**config.mk**
```make
export PLATFORM = sky130hd
export DESIGN_NAME = epp_port
export DESIGN_NICKNAME = d
export VERILOG_FILES = /design/src/rtl/epp_sync.v /design/src/rtl/epp_port.v
export VERILOG_INCLUDE_DIRS = /design/src /design/src/rtl
export SDC_FILE = /design/constraint.sdc
export NUM_CORES = 1
export LEC_CHECK = 0
export ABC_AREA = 1
export BUFFER_PORTS_ARGS = -buffer_cell sky130_fd_sc_hd__clkbuf_2
export CAP_MARGIN = 20
export CORE_MARGIN = 8
export CORE_UTILIZATION = 35
export CTS_CLUSTER_SIZE = 16
export DETAILED_ROUTE_END_ITERATION = 12
export PLACE_DENSITY = 0.62
export SKIP_CTS_REPAIR_TIMING = 1
export SYNTH_ARGS = -nofsm -noshare
export SYNTH_HDL_FRONTEND = slang
export SYNTH_SLANG_ARGS = --single-unit
```
**constraint.sdc**
```tcl
create_clock -name core_clk -period 4.86 [get_ports core_clk]
set_input_delay 0.486 -clock core_clk [delete_from_list [all_inputs] [get_ports core_clk]]
set_output_delay 0.486 -clock core_clk [all_outputs]
set_load 0.02 [all_outputs]
```
**src/rtl/epp_regs.vh**
```
// Purpose: Register offsets, field positions and codes for the eight pin port
// Assumes: Byte wide registers, byte addresses as printed
// Notes:   Definitions only
`ifndef EPP_REGS_VH
`define EPP_REGS_VH

// Primary window
`define EPP_DRIVE_ENABLE        5'h00
`define EPP_DRIVE_ENABLE_SET    5'h01
`define EPP_DRIVE_ENABLE_CLR    5'h02
`define EPP_DRIVE_ENABLE_TGL    5'h03
`define EPP_OUTPUT_LEVEL        5'h04
`define EPP_OUTPUT_LEVEL_SET    5'h05
`define EPP_OUTPUT_LEVEL_CLR    5'h06
`define EPP_OUTPUT_LEVEL_TGL    5'h07
`define EPP_INPUT_VALUE         5'h08
`define EPP_PIN_EVENT_FLAGS     5'h09
`define EPP_PER_PIN_CONFIG_BASE 5'h10
`define EPP_RESERVED_SLOT       5'h0A

// Fast alias window
`define EPP_ALIAS_DRIVE_ENABLE  5'h00
`define EPP_ALIAS_OUTPUT_LEVEL  5'h01
`define EPP_ALIAS_INPUT_VALUE   5'h02
`define EPP_ALIAS_EVENT_FLAGS   5'h03

// Per pin config fields
`define EPP_CFG_SWAP_BIT        7
`define EPP_CFG_BIAS_BIT        3
`define EPP_CFG_SENSE_MSB       2
`define EPP_CFG_SENSE_LSB       0
`define EPP_CFG_WRITE_MASK      8'h8F

// Sense select codes
`define EPP_SENSE_OFF_BUF_ON    3'h0
`define EPP_SENSE_ANY_EDGE      3'h1
`define EPP_SENSE_RISING        3'h2
`define EPP_SENSE_FALLING       3'h3
`define EPP_SENSE_BUF_OFF       3'h4
`define EPP_SENSE_LOW_LEVEL     3'h5

// Reset values
`define EPP_RESET_BYTE          8'h00
`define EPP_SYNC_RESET          8'h00

// Enabled edges after reset before the synchroniser output may be trusted
`define EPP_WARM_EDGES          2'h2

`endif

```
**src/rtl/epp_sync.v**
```verilog
// Purpose: Two flip-flop synchroniser for the eight pin inputs
// Assumes: Pins are asynchronous to core_clk
// Notes:   First stage feeds only the second stage
`timescale 1ns/10ps
`include "epp_regs.vh"

module epp_sync (
  // Clock and control
  input  wire       core_clk,
  input  wire       rst,
  input  wire       clk_en,
  // Data
  input  wire [7:0] async_in,
  output reg  [7:0] sync_out
);

  reg [7:0] stage_one;

  always @(posedge core_clk) begin
    if (rst) begin
      stage_one <= `EPP_SYNC_RESET;
      sync_out  <= `EPP_SYNC_RESET;
    end else if (clk_en) begin
      // Frozen with the clock enable, as sampling halts with the clock
      stage_one <= async_in;
      sync_out  <= stage_one;
    end
  end

endmodule

```
**src/rtl/epp_port.v**
```verilog
// Purpose: Eight pin general purpose I/O port with strobe aliases and pin events
// Assumes: Single core_clk domain, synchronous active high reset, byte register port
// Notes:   Registers reachable through the primary window, four of them also through the fast alias window
//
// What this block does
// - Output level bit one drives pin high
// - Output level only drives pins set as outputs
// - Set strobe sets output bits written one
// - Clear strobe clears output bits written one
// - Toggle strobe inverts output bits written one
// - Output strobes read back the output level
// - Input value shows pin while buffer enabled
// - Writing input value toggles output level bits
// - Event flag sets on matching sense condition
// - Writing one to event flag clears it
// - Polarity swap inverts input and output paths
// - Pull-up enable bit turns on pin bias
// - Sense select decodes edges, level, buffer off
// - Eight config registers at 0x10 plus n
// - Alias window maps four registers, same effects
// - Direction bit one makes pin an output
// - Direction strobes set, clear, toggle; read direction
// - Logic runs on core clock, halts with it
`timescale 1ns/10ps
`include "epp_regs.vh"

module epp_port (
  // Clock, reset and enable
  input  wire       core_clk,
  input  wire       rst,
  input  wire       clk_en,
  // Register port
  input  wire       alias_sel,
  input  wire [4:0] reg_addr,
  input  wire       reg_wr,
  input  wire       reg_rd,
  input  wire [7:0] reg_wdata,
  output reg  [7:0] reg_rdata,
  // Pins
  input  wire [7:0] pin_in,
  output reg  [7:0] pin_out,
  output reg  [7:0] pin_oe,
  output reg  [7:0] weak_high_bias_enable,
  // Status
  output reg  [7:0] pin_event_flags
);

  // Per pin sense decode: is this sample an event for the selected mode
  function sense_hit;
    input [2:0] sense;
    input       cur;
    input       prev;
    begin
      case (sense)
        `EPP_SENSE_ANY_EDGE:  sense_hit = cur ^ prev;
        `EPP_SENSE_RISING:    sense_hit = cur & ~prev;
        `EPP_SENSE_FALLING:   sense_hit = ~cur & prev;
        `EPP_SENSE_LOW_LEVEL: sense_hit = ~cur;
        default:              sense_hit = 1'b0;
      endcase
    end
  endfunction

  // Map an access to a primary offset; alias offsets fold onto primaries
  function [4:0] primary_offset;
    input       is_alias;
    input [4:0] addr;
    begin
      if (!is_alias) begin
        primary_offset = addr;
      end else begin
        case (addr)
          `EPP_ALIAS_DRIVE_ENABLE: primary_offset = `EPP_DRIVE_ENABLE;
          `EPP_ALIAS_OUTPUT_LEVEL: primary_offset = `EPP_OUTPUT_LEVEL;
          `EPP_ALIAS_INPUT_VALUE:  primary_offset = `EPP_INPUT_VALUE;
          `EPP_ALIAS_EVENT_FLAGS:  primary_offset = `EPP_PIN_EVENT_FLAGS;
          // Unmapped alias offset lands on a reserved primary slot
          default:                 primary_offset = `EPP_RESERVED_SLOT;
        endcase
      end
    end
  endfunction

  // Plain write, set, clear or toggle of one byte register
  function [7:0] strobe_apply;
    input [1:0] kind;
    input [7:0] cur;
    input [7:0] data;
    begin
      case (kind)
        2'h0:    strobe_apply = data;
        2'h1:    strobe_apply = cur | data;
        2'h2:    strobe_apply = cur & ~data;
        default: strobe_apply = cur ^ data;
      endcase
    end
  endfunction

  // Field pickers for one per pin config byte
  function cfg_swap;
    input [7:0] cfg;
    begin
      cfg_swap = cfg[`EPP_CFG_SWAP_BIT];
    end
  endfunction

  function cfg_bias;
    input [7:0] cfg;
    begin
      cfg_bias = cfg[`EPP_CFG_BIAS_BIT];
    end
  endfunction

  function [2:0] cfg_sense;
    input [7:0] cfg;
    begin
      cfg_sense = cfg[`EPP_CFG_SENSE_MSB:`EPP_CFG_SENSE_LSB];
    end
  endfunction

  reg  [7:0] drive_enable;
  reg  [7:0] output_level;
  reg  [7:0] input_value;
  reg  [7:0] per_pin_config [0:7];
  reg  [7:0] level_prev;
  reg        prev_valid;
  reg  [1:0] sync_fill;

  wire [7:0] pin_sync;
  wire [4:0] eff_addr;
  wire       cfg_hit;
  wire [2:0] cfg_idx;

  reg  [7:0] next_drive_enable;
  reg  [7:0] next_output_level;
  reg  [7:0] next_flags;
  reg  [7:0] next_rdata;
  reg  [7:0] swap_mask;
  reg  [7:0] bias_mask;
  reg  [7:0] buf_on;
  reg  [7:0] level_now;
  reg  [7:0] event_hit;
  reg  [7:0] next_swap_mask;
  reg  [7:0] next_bias_mask;
  integer    i;
  integer    j;
  integer    k;

  epp_sync u_sync (
    .core_clk (core_clk),
    .rst      (rst),
    .clk_en   (clk_en),
    .async_in (pin_in),
    .sync_out (pin_sync)
  );

  assign eff_addr = primary_offset(alias_sel, reg_addr);
  assign cfg_hit  = !alias_sel && ({reg_addr[4:3], 3'b000} == `EPP_PER_PIN_CONFIG_BASE);
  assign cfg_idx  = reg_addr[2:0];

  // Per pin views of the config registers
  always @* begin
    swap_mask = 8'h00;
    bias_mask = 8'h00;
    buf_on    = 8'h00;
    level_now = 8'h00;
    event_hit = 8'h00;
    for (i = 0; i < 8; i = i + 1) begin
      swap_mask[i] = cfg_swap(per_pin_config[i]);
      bias_mask[i] = cfg_bias(per_pin_config[i]);
      buf_on[i]    = cfg_sense(per_pin_config[i]) != `EPP_SENSE_BUF_OFF;
      level_now[i] = pin_sync[i] ^ swap_mask[i];
      // Edges need a valid previous sample; a disabled buffer senses nothing
      event_hit[i] = buf_on[i] && (prev_valid || cfg_sense(per_pin_config[i]) == `EPP_SENSE_LOW_LEVEL) &&
                     sense_hit(cfg_sense(per_pin_config[i]), level_now[i], level_prev[i]);
    end
  end

  // Config bits as they stand after this edge, so pins follow a config write at once
  always @* begin
    next_swap_mask = swap_mask;
    next_bias_mask = bias_mask;
    if (reg_wr && cfg_hit) begin
      next_swap_mask[cfg_idx] = cfg_swap(reg_wdata);
      next_bias_mask[cfg_idx] = cfg_bias(reg_wdata);
    end
  end

  // Write side effects on direction and output level
  always @* begin
    next_drive_enable = drive_enable;
    next_output_level = output_level;
    if (reg_wr) begin
      case (eff_addr)
        `EPP_DRIVE_ENABLE:     next_drive_enable = strobe_apply(2'h0, drive_enable, reg_wdata);
        `EPP_DRIVE_ENABLE_SET: next_drive_enable = strobe_apply(2'h1, drive_enable, reg_wdata);
        `EPP_DRIVE_ENABLE_CLR: next_drive_enable = strobe_apply(2'h2, drive_enable, reg_wdata);
        `EPP_DRIVE_ENABLE_TGL: next_drive_enable = strobe_apply(2'h3, drive_enable, reg_wdata);
        `EPP_OUTPUT_LEVEL:     next_output_level = strobe_apply(2'h0, output_level, reg_wdata);
        `EPP_OUTPUT_LEVEL_SET: next_output_level = strobe_apply(2'h1, output_level, reg_wdata);
        `EPP_OUTPUT_LEVEL_CLR: next_output_level = strobe_apply(2'h2, output_level, reg_wdata);
        `EPP_OUTPUT_LEVEL_TGL: next_output_level = strobe_apply(2'h3, output_level, reg_wdata);
        `EPP_INPUT_VALUE:      next_output_level = strobe_apply(2'h3, output_level, reg_wdata);
        default: begin
          next_drive_enable = drive_enable;
          next_output_level = output_level;
        end
      endcase
    end
  end

  // Flags: a new event wins over a clearing write in the same cycle
  always @* begin
    next_flags = pin_event_flags;
    if (reg_wr && eff_addr == `EPP_PIN_EVENT_FLAGS) begin
      next_flags = pin_event_flags & ~reg_wdata;
    end
    next_flags = next_flags | event_hit;
  end

  // Read mux; reserved and unmapped locations read zero
  always @* begin
    next_rdata = 8'h00;
    if (cfg_hit) begin
      next_rdata = per_pin_config[cfg_idx];
    end else begin
      case (eff_addr)
        `EPP_DRIVE_ENABLE,
        `EPP_DRIVE_ENABLE_SET,
        `EPP_DRIVE_ENABLE_CLR,
        `EPP_DRIVE_ENABLE_TGL: next_rdata = drive_enable;
        `EPP_OUTPUT_LEVEL,
        `EPP_OUTPUT_LEVEL_SET,
        `EPP_OUTPUT_LEVEL_CLR,
        `EPP_OUTPUT_LEVEL_TGL: next_rdata = output_level;
        `EPP_INPUT_VALUE:      next_rdata = input_value;
        `EPP_PIN_EVENT_FLAGS:  next_rdata = pin_event_flags;
        default:               next_rdata = 8'h00;
      endcase
    end
  end

  // Direction, output level and flags
  always @(posedge core_clk) begin
    if (rst) begin
      drive_enable    <= `EPP_RESET_BYTE;
      output_level    <= `EPP_RESET_BYTE;
      pin_event_flags <= `EPP_RESET_BYTE;
    end else if (clk_en) begin
      drive_enable    <= next_drive_enable;
      output_level    <= next_output_level;
      pin_event_flags <= next_flags;
    end
  end

  // Per pin config store
  always @(posedge core_clk) begin
    if (rst) begin
      for (j = 0; j < 8; j = j + 1) begin
        per_pin_config[j] <= `EPP_RESET_BYTE;
      end
    end else if (clk_en && reg_wr && cfg_hit) begin
      per_pin_config[cfg_idx] <= reg_wdata & `EPP_CFG_WRITE_MASK;
    end
  end

  // The synchroniser restarts from zero, so a high pin would look like a
  // rising edge; edges count only once the previous sample is a real one
  always @(posedge core_clk) begin
    if (rst) begin
      sync_fill  <= 2'h0;
      prev_valid <= 1'b0;
    end else if (clk_en) begin
      if (sync_fill != 2'h3) begin
        sync_fill <= sync_fill + 2'h1;
      end
      prev_valid <= (sync_fill >= `EPP_WARM_EDGES);
    end
  end

  // Input value and previous conditioned sample
  always @(posedge core_clk) begin
    if (rst) begin
      input_value <= `EPP_RESET_BYTE;
      level_prev  <= `EPP_RESET_BYTE;
    end else if (clk_en) begin
      for (k = 0; k < 8; k = k + 1) begin
        // A disabled buffer holds its last sample rather than tracking the pin
        if (buf_on[k]) begin
          input_value[k] <= level_now[k];
          level_prev[k]  <= level_now[k];
        end
      end
    end
  end

  // Read data holds until the next read
  always @(posedge core_clk) begin
    if (rst) begin
      reg_rdata <= `EPP_RESET_BYTE;
    end else if (clk_en && reg_rd) begin
      reg_rdata <= next_rdata;
    end
  end

  // Pins change on the same edge as the registers behind them
  always @(posedge core_clk) begin
    if (rst) begin
      pin_out               <= `EPP_RESET_BYTE;
      pin_oe                <= `EPP_RESET_BYTE;
      weak_high_bias_enable <= `EPP_RESET_BYTE;
    end else if (clk_en) begin
      pin_oe                <= next_drive_enable;
      pin_out               <= next_output_level ^ next_swap_mask;
      weak_high_bias_enable <= next_bias_mask;
    end
  end

endmodule

```
# [Word level (Yosys, flattened, before mapping)]
# Memory sizes are Yosys's and may differ from the RTL's.
# Index checks and enable logic that the tools add are counted.
[word_totals] out_inout_bits=40 memories=1 mem_bits_rw=40 inputBits=27 ff_bits=75 wordCells=214
[memory_table] name="per_pin_config" words=8 word_bits=5 rd=9 rd_clocked_by_memory_dff=0 write_ports=8 line_no="epp_port.v:124" source="reg [7:0] per_pin_config [0:7];"
[classes] add_sub_neg=1 eq_ne=54 n_reduce_logical=49 bitwise_logic=58 mux=30 order_cmp=3
[op_table] cell="$pmux 8 s4" n=3
[op_table] cell="$eq 3x2->1 const B" n=16
[op_table] cell="$mux 8" n=5
[op_table] cell="$pmux 1 s4" n=8
[op_table] cell="$and 8x8->8" n=3
[op_table] cell="$eq 3x1->1 const B" n=8
[op_table] cell="$eq 3x3->1 const B" n=8
[op_table] cell="$ne 3x3->1 const B" n=8
[op_table] cell="$or 8x8->8" n=3
[op_table] cell="$xor 8x8->8" n=3
[op_table] cell="$logic_and 1x1->1" n=23
[op_table] cell="$eq 5x2->1 const B" n=4
[op_table] cell="$eq 5x3->1 const B" n=4
[op_table] cell="$reduce_and 2->1" n=9
[op_table] cell="$and 1x1->1" n=16
[op_table] cell="$bwmux 8" n=2
[op_table] cell="$not 1->1" n=16
[op_table] cell="$pmux 4 s4" n=1
[op_table] cell="$xor 1x1->1" n=16
[op_table] cell="$eq 5x1->1 const B" n=2
[op_table] cell="$eq 5x4->1 const B" n=2
[op_table] cell="$logic_not 5->1" n=2
[op_table] cell="$mux 5" n=2
[op_table] cell="$logic_or 1x1->1" n=8
[op_table] cell="other kinds (16)" n=23

# [Logic depth before layout (Yosys ltp)]
# Gate-level depths: netlist of the first run.
[depth] ltp_word=8 mapped_depth=15 mapped_depth_nobuf=14

# [Cells and area by module]
# Synthesis of the first run repeated with hierarchy kept, for this count alone.
[hier_totals] hier_cells=934 hier_area_um2=7030.5
[modules_own_cells] module="epp_port" n_inst=1 cells_per_inst=833 area_per_inst_um2=6359.8 seq_area_each_um2=2382.3
[modules_own_cells] module="epp_sync" n_inst=1 cells_per_inst=101 area_per_inst_um2=670.6 seq_area_each_um2=320.3

# [Worst setup path after synthesis of the first run]
# Ideal clock, no wire load.
[synth_timing] kind="input port to flip-flop" from="in clk_en" to="mem per_pin_config[1][0] (netlist name), enable pin" t_required_ps=4546 cell_stages=5 t_arrival_ps=1781 setup_slack_ps=2765 n_path_buf=1 path_cell_list="buf_2 -> nand2_1 -> nor4_2 -> nand3_1 -> nand2_1"
[synth_rtl] element="start, declared" line_no="epp_port.v:31" source="input wire clk_en,"
[synth_rtl] element="end, declared" line_no="epp_port.v:124"

# [Final worst setup path of the first run]
[layout_timing] from="in alias_sel" to="reg drive_enable[0]"
[layout_between] elab_chain_cells=4
[layout_rtl] element="start, declared" line_no="epp_port.v:33" source="input wire alias_sel,"
[layout_rtl] element="$mux 5 (*)" line_no="epp_port.v:69" source="if (!is_alias) begin"
[layout_rtl] element="$eq 5x1->1 (tied with other cells)"
[layout_rtl] element="$reduce_bool 4->1 (no source line)"
[layout_rtl] element="$reduce_and 3->1 (no source line)"
[layout_rtl] element="end signal, assigned" line_no="epp_port.v:246" source="drive_enable <= `EPP_RESET_BYTE;"
[layout_rtl] element="end signal, assigned" line_no="epp_port.v:250" source="drive_enable <= next_drive_enable;"
[layout_rtl] element="end, declared" line_no="epp_port.v:121" source="reg [7:0] drive_enable;"
# Every way passes the cells marked *; elsewhere a longest branch is shown, timed or not.
# A chain may end at the register's enable or synchronous reset.

==> results_dict.tcl, run 1 <==
set metrics [dict create \
    status "completed" \
    final_area_um2 8010 \
    via_per_inst 5.22 \
    worst_skew_pair.late_latency_ns 0.43 \
    yosysSeqAreaShare_pct 39.5 \
    path_class "in2reg" \
    layout-drive-gt1-share_pct 13.5 \
    min_period_ns 2.51 \
    vdd_drop_max_mv 0.169 \
    cts_sinks 115 \
    finalSetupViolations 0 \
    start_util_pct 35.4 \
    startpoint_type "input port" \
    num_io_pins 67 \
    p_leak_nw 3.50 \
    rsz0062_at_grt "false" \
    cp_cell_sequence "clkbuf_2, inv_2, nand2_2, and2_4, nand2_1, inv_1, nand3_2, a21oi_1, o21ai_0, a21oi_1" \
    required_ns 5.21 \
    fin_crit_sh_pct 51.6 \
    finalHoldViolCount 0 \
    tightest_slew_ns 0.914 \
    crit_top_cell "a21oi_1" \
    fp.dieH_um 156 \
    pre_cts_ws_ns 1.97 \
    worstPathArrival_ns 2.86 \
    power_mw 2.79 \
    fin_setup_tns_ns 0 \
    finalWeightedCongestion 0.903 \
    synth_top_flop_cell "dfxtp_1" \
    critPathSlowestCell "inv_1" \
    core_area_um2 19300 \
    finClkSkew_ns 0.00693 \
    path_clk_slew_ns 0.06 \
    synthCells 903 \
    antenna_found_initial 0 \
    die_x_um 156 \
    hold_slack_ns 0.281 \
    post-route-worst-setup-slack_ns 2.35 \
    ys_seq_elements 115 \
    area_growth_pct 17.1 \
    dp_hpwl_um 15900 \
    cts_buffer_depth 2 \
    max-slew-margin-rel_pct 38.7 \
    netlist_area_um2 6850 \
    cap_violations 0 \
    fmax_mhz 399 \
    synth_async_sr_flop_share_pct 0 \
    critical_path.max_stage_delay_ns 0.43 \
    drt_iter0_markers 565 \
    portBuffers 66 \
    first_pass_iters 5 \
    crit_path_end_kind "flop" \
    maxSlewViolCount 0 \
    tritoncts "done" \
    cts_htree_levels 4 \
    placed_cell_area_um2 7390 \
    p_per_area_nw_per_um2 349 \
    cts-root-buf "clkbuf_16" \
    synth_edf_count 40 \
    numCtsBuffers 17 \
    diodes 0 \
    grt.overflow.total 0 \
    grt_start_max_net_pins 74 \
    grtUsageTotal_pct 17.8 \
    ant_nets 0 \
    fp.dieArea_um2 24300 \
    syn_nets 980 \
    wl_per_cell_um 17.3 \
    avgSynthCellArea_um2 7.58 \
    cp_max_fo 20 \
    finalWirelength_um 21400 \
    final_nets 1036 \
    ys_warn_count 0 \
    drc 0 \
    grt_pass1_wl_um 33100 \
    hp-class "in2reg" \
    vias 6463 \
    rows 51 \
    yosysUniqueCellTypes 44 \
    grt_pass1_vias 6013 \
]
==> per-stage QoR <==
stage / std cells / util, %
final: 1237 / 41.4
after global routing: 1237 / 41.4
after CTS: 1237 / 41.4
after detailed placement: 1205 / 38.2
after global placement: 1204 / 38.2
after floorplan: 903 / -
==> placed cells by master, fill, tap and decap left out, types with 4 or more instances in the layout <==
cell type    n
a211oi_1     4
a21oi_1     80
a21oi_2      4
a221oi_1     7
a31oi_1      7
buf_4        5
clkbuf_16   19
clkbuf_2    66
clkinv_1     5
dfxtp_1     75
edfxtp_1    40
ha_1        50
inv_1       93
inv_6        6
inv_8        5
nand2_1    146
nand2_2      4
nand2_4      5
nand3_1     58
nand4_1      7
nor2_1     125
nor3_1      12
o211ai_1     5
o21ai_0     79
o221ai_1     8
o22ai_1     12
o31ai_1      8
xnor2_1      8
==> registers in the layout, summed over array words and instances, names as in the netlist <==
register	count
drive_enable	8
sync_fill	2
output_level	8
pin_event_flags	8
level_prev	5
input_value	3
weak_high_bias_enable	8
pin_out	8
per_pin_config	40
reg_rdata	8
u_sync.sync_out	8
prev_valid	1
u_sync.stage_one	8
==> metal layers <==
| metal | up-vias | share of wire (%) | routed length (um) | track usage (%) |
|---|---|---|---|---|
| met5 | - | 0 | 0 | 0 |
| met4 | 0 | 3.2 | 694 | 8.55 |
| met3 | 41 | 6.4 | 1360 | 3.80 |
| met2 | 213 | 47 | 10200 | 28.9 |
| met1 | 3028 | 43 | 9200 | 22.2 |
| li1 | 3181 | - | - | - |
==> layout make-up <==
type | instances | area (um2)
Sequential cell | 115 | 2700
Timing Repair Buffer | 71 | 368
Clock inverter | 13 | 146
Clock buffer | 19 | 475
Fill cell | 1986 | 11300
Multi-Input combinational cell | 653 | 3610
Tap cell | 265 | 332
Inverter | 101 | 379
==> cells in the mapped netlist (4+ instances only) <==
master	instances	share of area (%)
a21oi_2	4	0.51
o221ai_1	8	1.0
nor2_1	125	6.9
nand2_2	4	0.37
xnor2_1	8	1.0
o211ai_1	5	0.55
o22ai_1	12	1.1
nand2_1	146	8.0
o21ai_0	79	5.8
nand3_1	58	4.2
nand2_4	5	0.82
ha_1	50	9.1
clkbuf_1	22	1.2
clkinv_1	5	0.27
a31oi_1	7	0.64
a21oi_1	80	5.8
inv_1	93	5.1
buf_2	6	0.44
edfxtp_1	40	18
dfxtp_1	75	22
nand4_1	7	0.64
a211oi_1	4	0.44
nor3_1	12	0.88
o31ai_1	8	0.88
a221oi_1	7	0.90
==> cell families (layout without fill, tap and decap cells) <==
group           count (synthesis)  count (layout)  synth area share (%)
xor+xnor                        9               9                  1.15
flops                         115             115                  39.5
buf+inv                       135             204                  7.79
simple gates                  370             370                  23.6
fa+ha+maj                      50              50                  9.14
compound gates                224             224                  18.8
==> where the power goes <==
part	total [mW]	leakage [nW]	switching, mW	internal, mW
sequential	1.10	0.998	0.0510	1.05
clock	1.32	0.306	0.529	0.791
combinational	0.369	2.20	0.256	0.113
==> critical path, delay by kind of cell <==
kind / cells / cell delay [ns]
and+or+nand+nor: 4 / 1.18
AOI/OAI and AO/OA: 3 / 0.48
buffers and inverters: 3 / 0.68
==> worst paths after layout <==
kind	slack, ns	startpoint	endpoint	cells past startpoint
worst max-delay path	2.35	alias_sel	drive_enable[0]	10
worst min-delay path	0.28	pin_in[6]	u_sync.stage_one[6]	3
worst max register to register	2.91	per_pin_config[2][4]	pin_event_flags[2]	8
worst min register to register	0.47	reg_rdata[6]	reg_rdata[6]	2
(Power assumes the default switching activity.)
==> run 2: changes to the inputs <==
Settings changed: PLACE_DENSITY 0.62 to 0.64.
Clock period 4.86 ns to 2.1 ns, I/O delays scaled along.
==> run 2 against run 1 <==
  * The run now ends with negative hold slack left
  * Critical endpoint is now pin_event_flags[2]
  * Wire length rose by 3.1%
  * Die area unchanged
  * Clock skew grew 0.0057 ns
  * Hold slack got worse by 0.28 ns
  * Critical path type is now reg2reg
  * Combinational power up 150%
  * Critical path depth fell by 2
==> results_dict.tcl, run 2 (synthesized netlist as in run 1, its figures left out) <==
set metrics [dict create \
    status "finished with violations" \
    violations "negative hold slack" \
    worst_skew_pair.late_latency_ns 0.43 \
    hp-class "in2reg" \
    cap_violations 0 \
    critPathSlowestCell "edfxtp_1" \
    tightest_slew_ns 0.602 \
    p_per_area_nw_per_um2 761 \
    finalHoldViolCount 1 \
    antenna_found_initial 1 \
    min_period_ns 1.85 \
    layout-drive-gt1-share_pct 16.0 \
    crit_buf_inv 1 \
    core_area_um2 19300 \
    finClkSkew_ns 0.0126 \
    final_nets 1066 \
    first_pass_iters 4 \
    power_mw 6.24 \
    cp_top_family "flip-flops" \
    drt_iter0_markers 633 \
    num_io_pins 67 \
    fin_setup_tns_ns 0 \
    fin_crit_sh_pct 88.1 \
    via_per_inst 5.23 \
    fp.dieH_um 156 \
    grt_pass1_vias 6510 \
    p_leak_nw 3.60 \
    critical_path.max_stage_delay_ns 0.44 \
    final_util_pct 42.4 \
    rsz0062_at_grt "false" \
    tritoncts "done" \
    fmax_mhz 541 \
    worstPathArrival_ns 2.21 \
    cp_max_fo 4 \
    cp_cell_sequence "xnor2_1, inv_1, ha_1, nand2_1, a21oi_1, a221oi_1, nand2_1, a21oi_1" \
    rows 51 \
    hold_slack_ns -0.00155 \
    startpoint_type "flop" \
    maxSlewViolCount 0 \
    grtUsageTotal_pct 18.7 \
    drc 0 \
    wl_per_cell_um 17.4 \
    finalWirelength_um 22100 \
    dp_hpwl_um 16400 \
    path_class "reg2reg" \
    rrSetupSlack_ns 0.25 \
    crit_path_end_kind "flop" \
    final_common_cell "nand2_1" \
    layout_common_cells "146 x nand2_1, 125 x nor2_1, 93 x inv_1" \
    portBuffers 66 \
    grt.overflow.total 0 \
    finalSetupViolations 0 \
    vias 6634 \
    cts_htree_levels 4 \
    grt_pass1_wl_um 35200 \
    cts_buffer_depth 2 \
    largest_register_ffs 40 \
    cts-root-buf "clkbuf_16" \
    area_growth_pct 19.7 \
    n_fill_cell 1975 \
    die_x_um 156 \
    start_util_pct 35.4 \
    cts_sinks 115 \
    numCtsBuffers 17 \
    grt_start_max_net_pins 53 \
    finalWeightedCongestion 0.974 \
    fp.dieArea_um2 24300 \
    ant_nets 0 \
    top_register "per_pin_config" \
    required_ns 2.46 \
    vdd_drop_max_mv 0.474 \
    max-slew-margin-rel_pct 59.5 \
    path_clk_slew_ns 0.06 \
]
==> run 2: area by class of cell <==
cell class	instances	area (um2)	area share, %
Multi-Input combinational cell	653	3610	44.1
Sequential cell	115	2700	33.0
Timing Repair Buffer	101	606	7.39
Clock buffer	18	429	5.24
Inverter	101	379	4.63
Tap cell	265	332	4.05
Clock inverter	14	130	1.59
Antenna cell	2	5.00	0.0611
==> run 2: power by group <==
group | internal (mW) | leakage (nW) | total (mW) | switching, mW
Clock | 1.63 | 0.259 | 2.77 | 1.13
Sequential | 2.44 | 0.998 | 2.55 | 0.110
Combinational | 0.306 | 2.35 | 0.922 | 0.616
==> run 2: worst paths after layout <==
check                       startpoint             endpoint  cells after the start
setup / recovery  per_pin_config[2][4]   pin_event_flags[2]                      8
hold / removal               pin_in[2]  u_sync.stage_one[2]                      3
setup reg to reg  per_pin_config[2][4]   pin_event_flags[2]                      8
hold reg to reg           reg_rdata[6]         reg_rdata[6]                      2
==> run 2: per-stage QoR <==
step                      area [um2]  worst slack, ns  std cells
after floorplan                 6850            0.281        903
after global placement          7630           0.0740       1235
after detailed placement        7630           0.0601       1235
after CTS                       8190            0.248       1267
after global routing            8190           0.0898       1267
final                           8190            0.251       1269
==> run 2: per-layer routing <==
layer  part of all wire, %  vias to the layer above  global-route usage [%]
li1                      -                     3241                       -
met1                    43                     3114                    23.1
met2                    47                      230                    30.4
met3                   6.1                       49                    4.32
met4                   3.6                        0                    8.73
met5                     0                        -                       0
==> run 2: tightest hold or removal path, cell delays in order <==
cell and delay (ns):
clkbuf_2 0.07, nor2_1 0.03, nor2_1 0.08
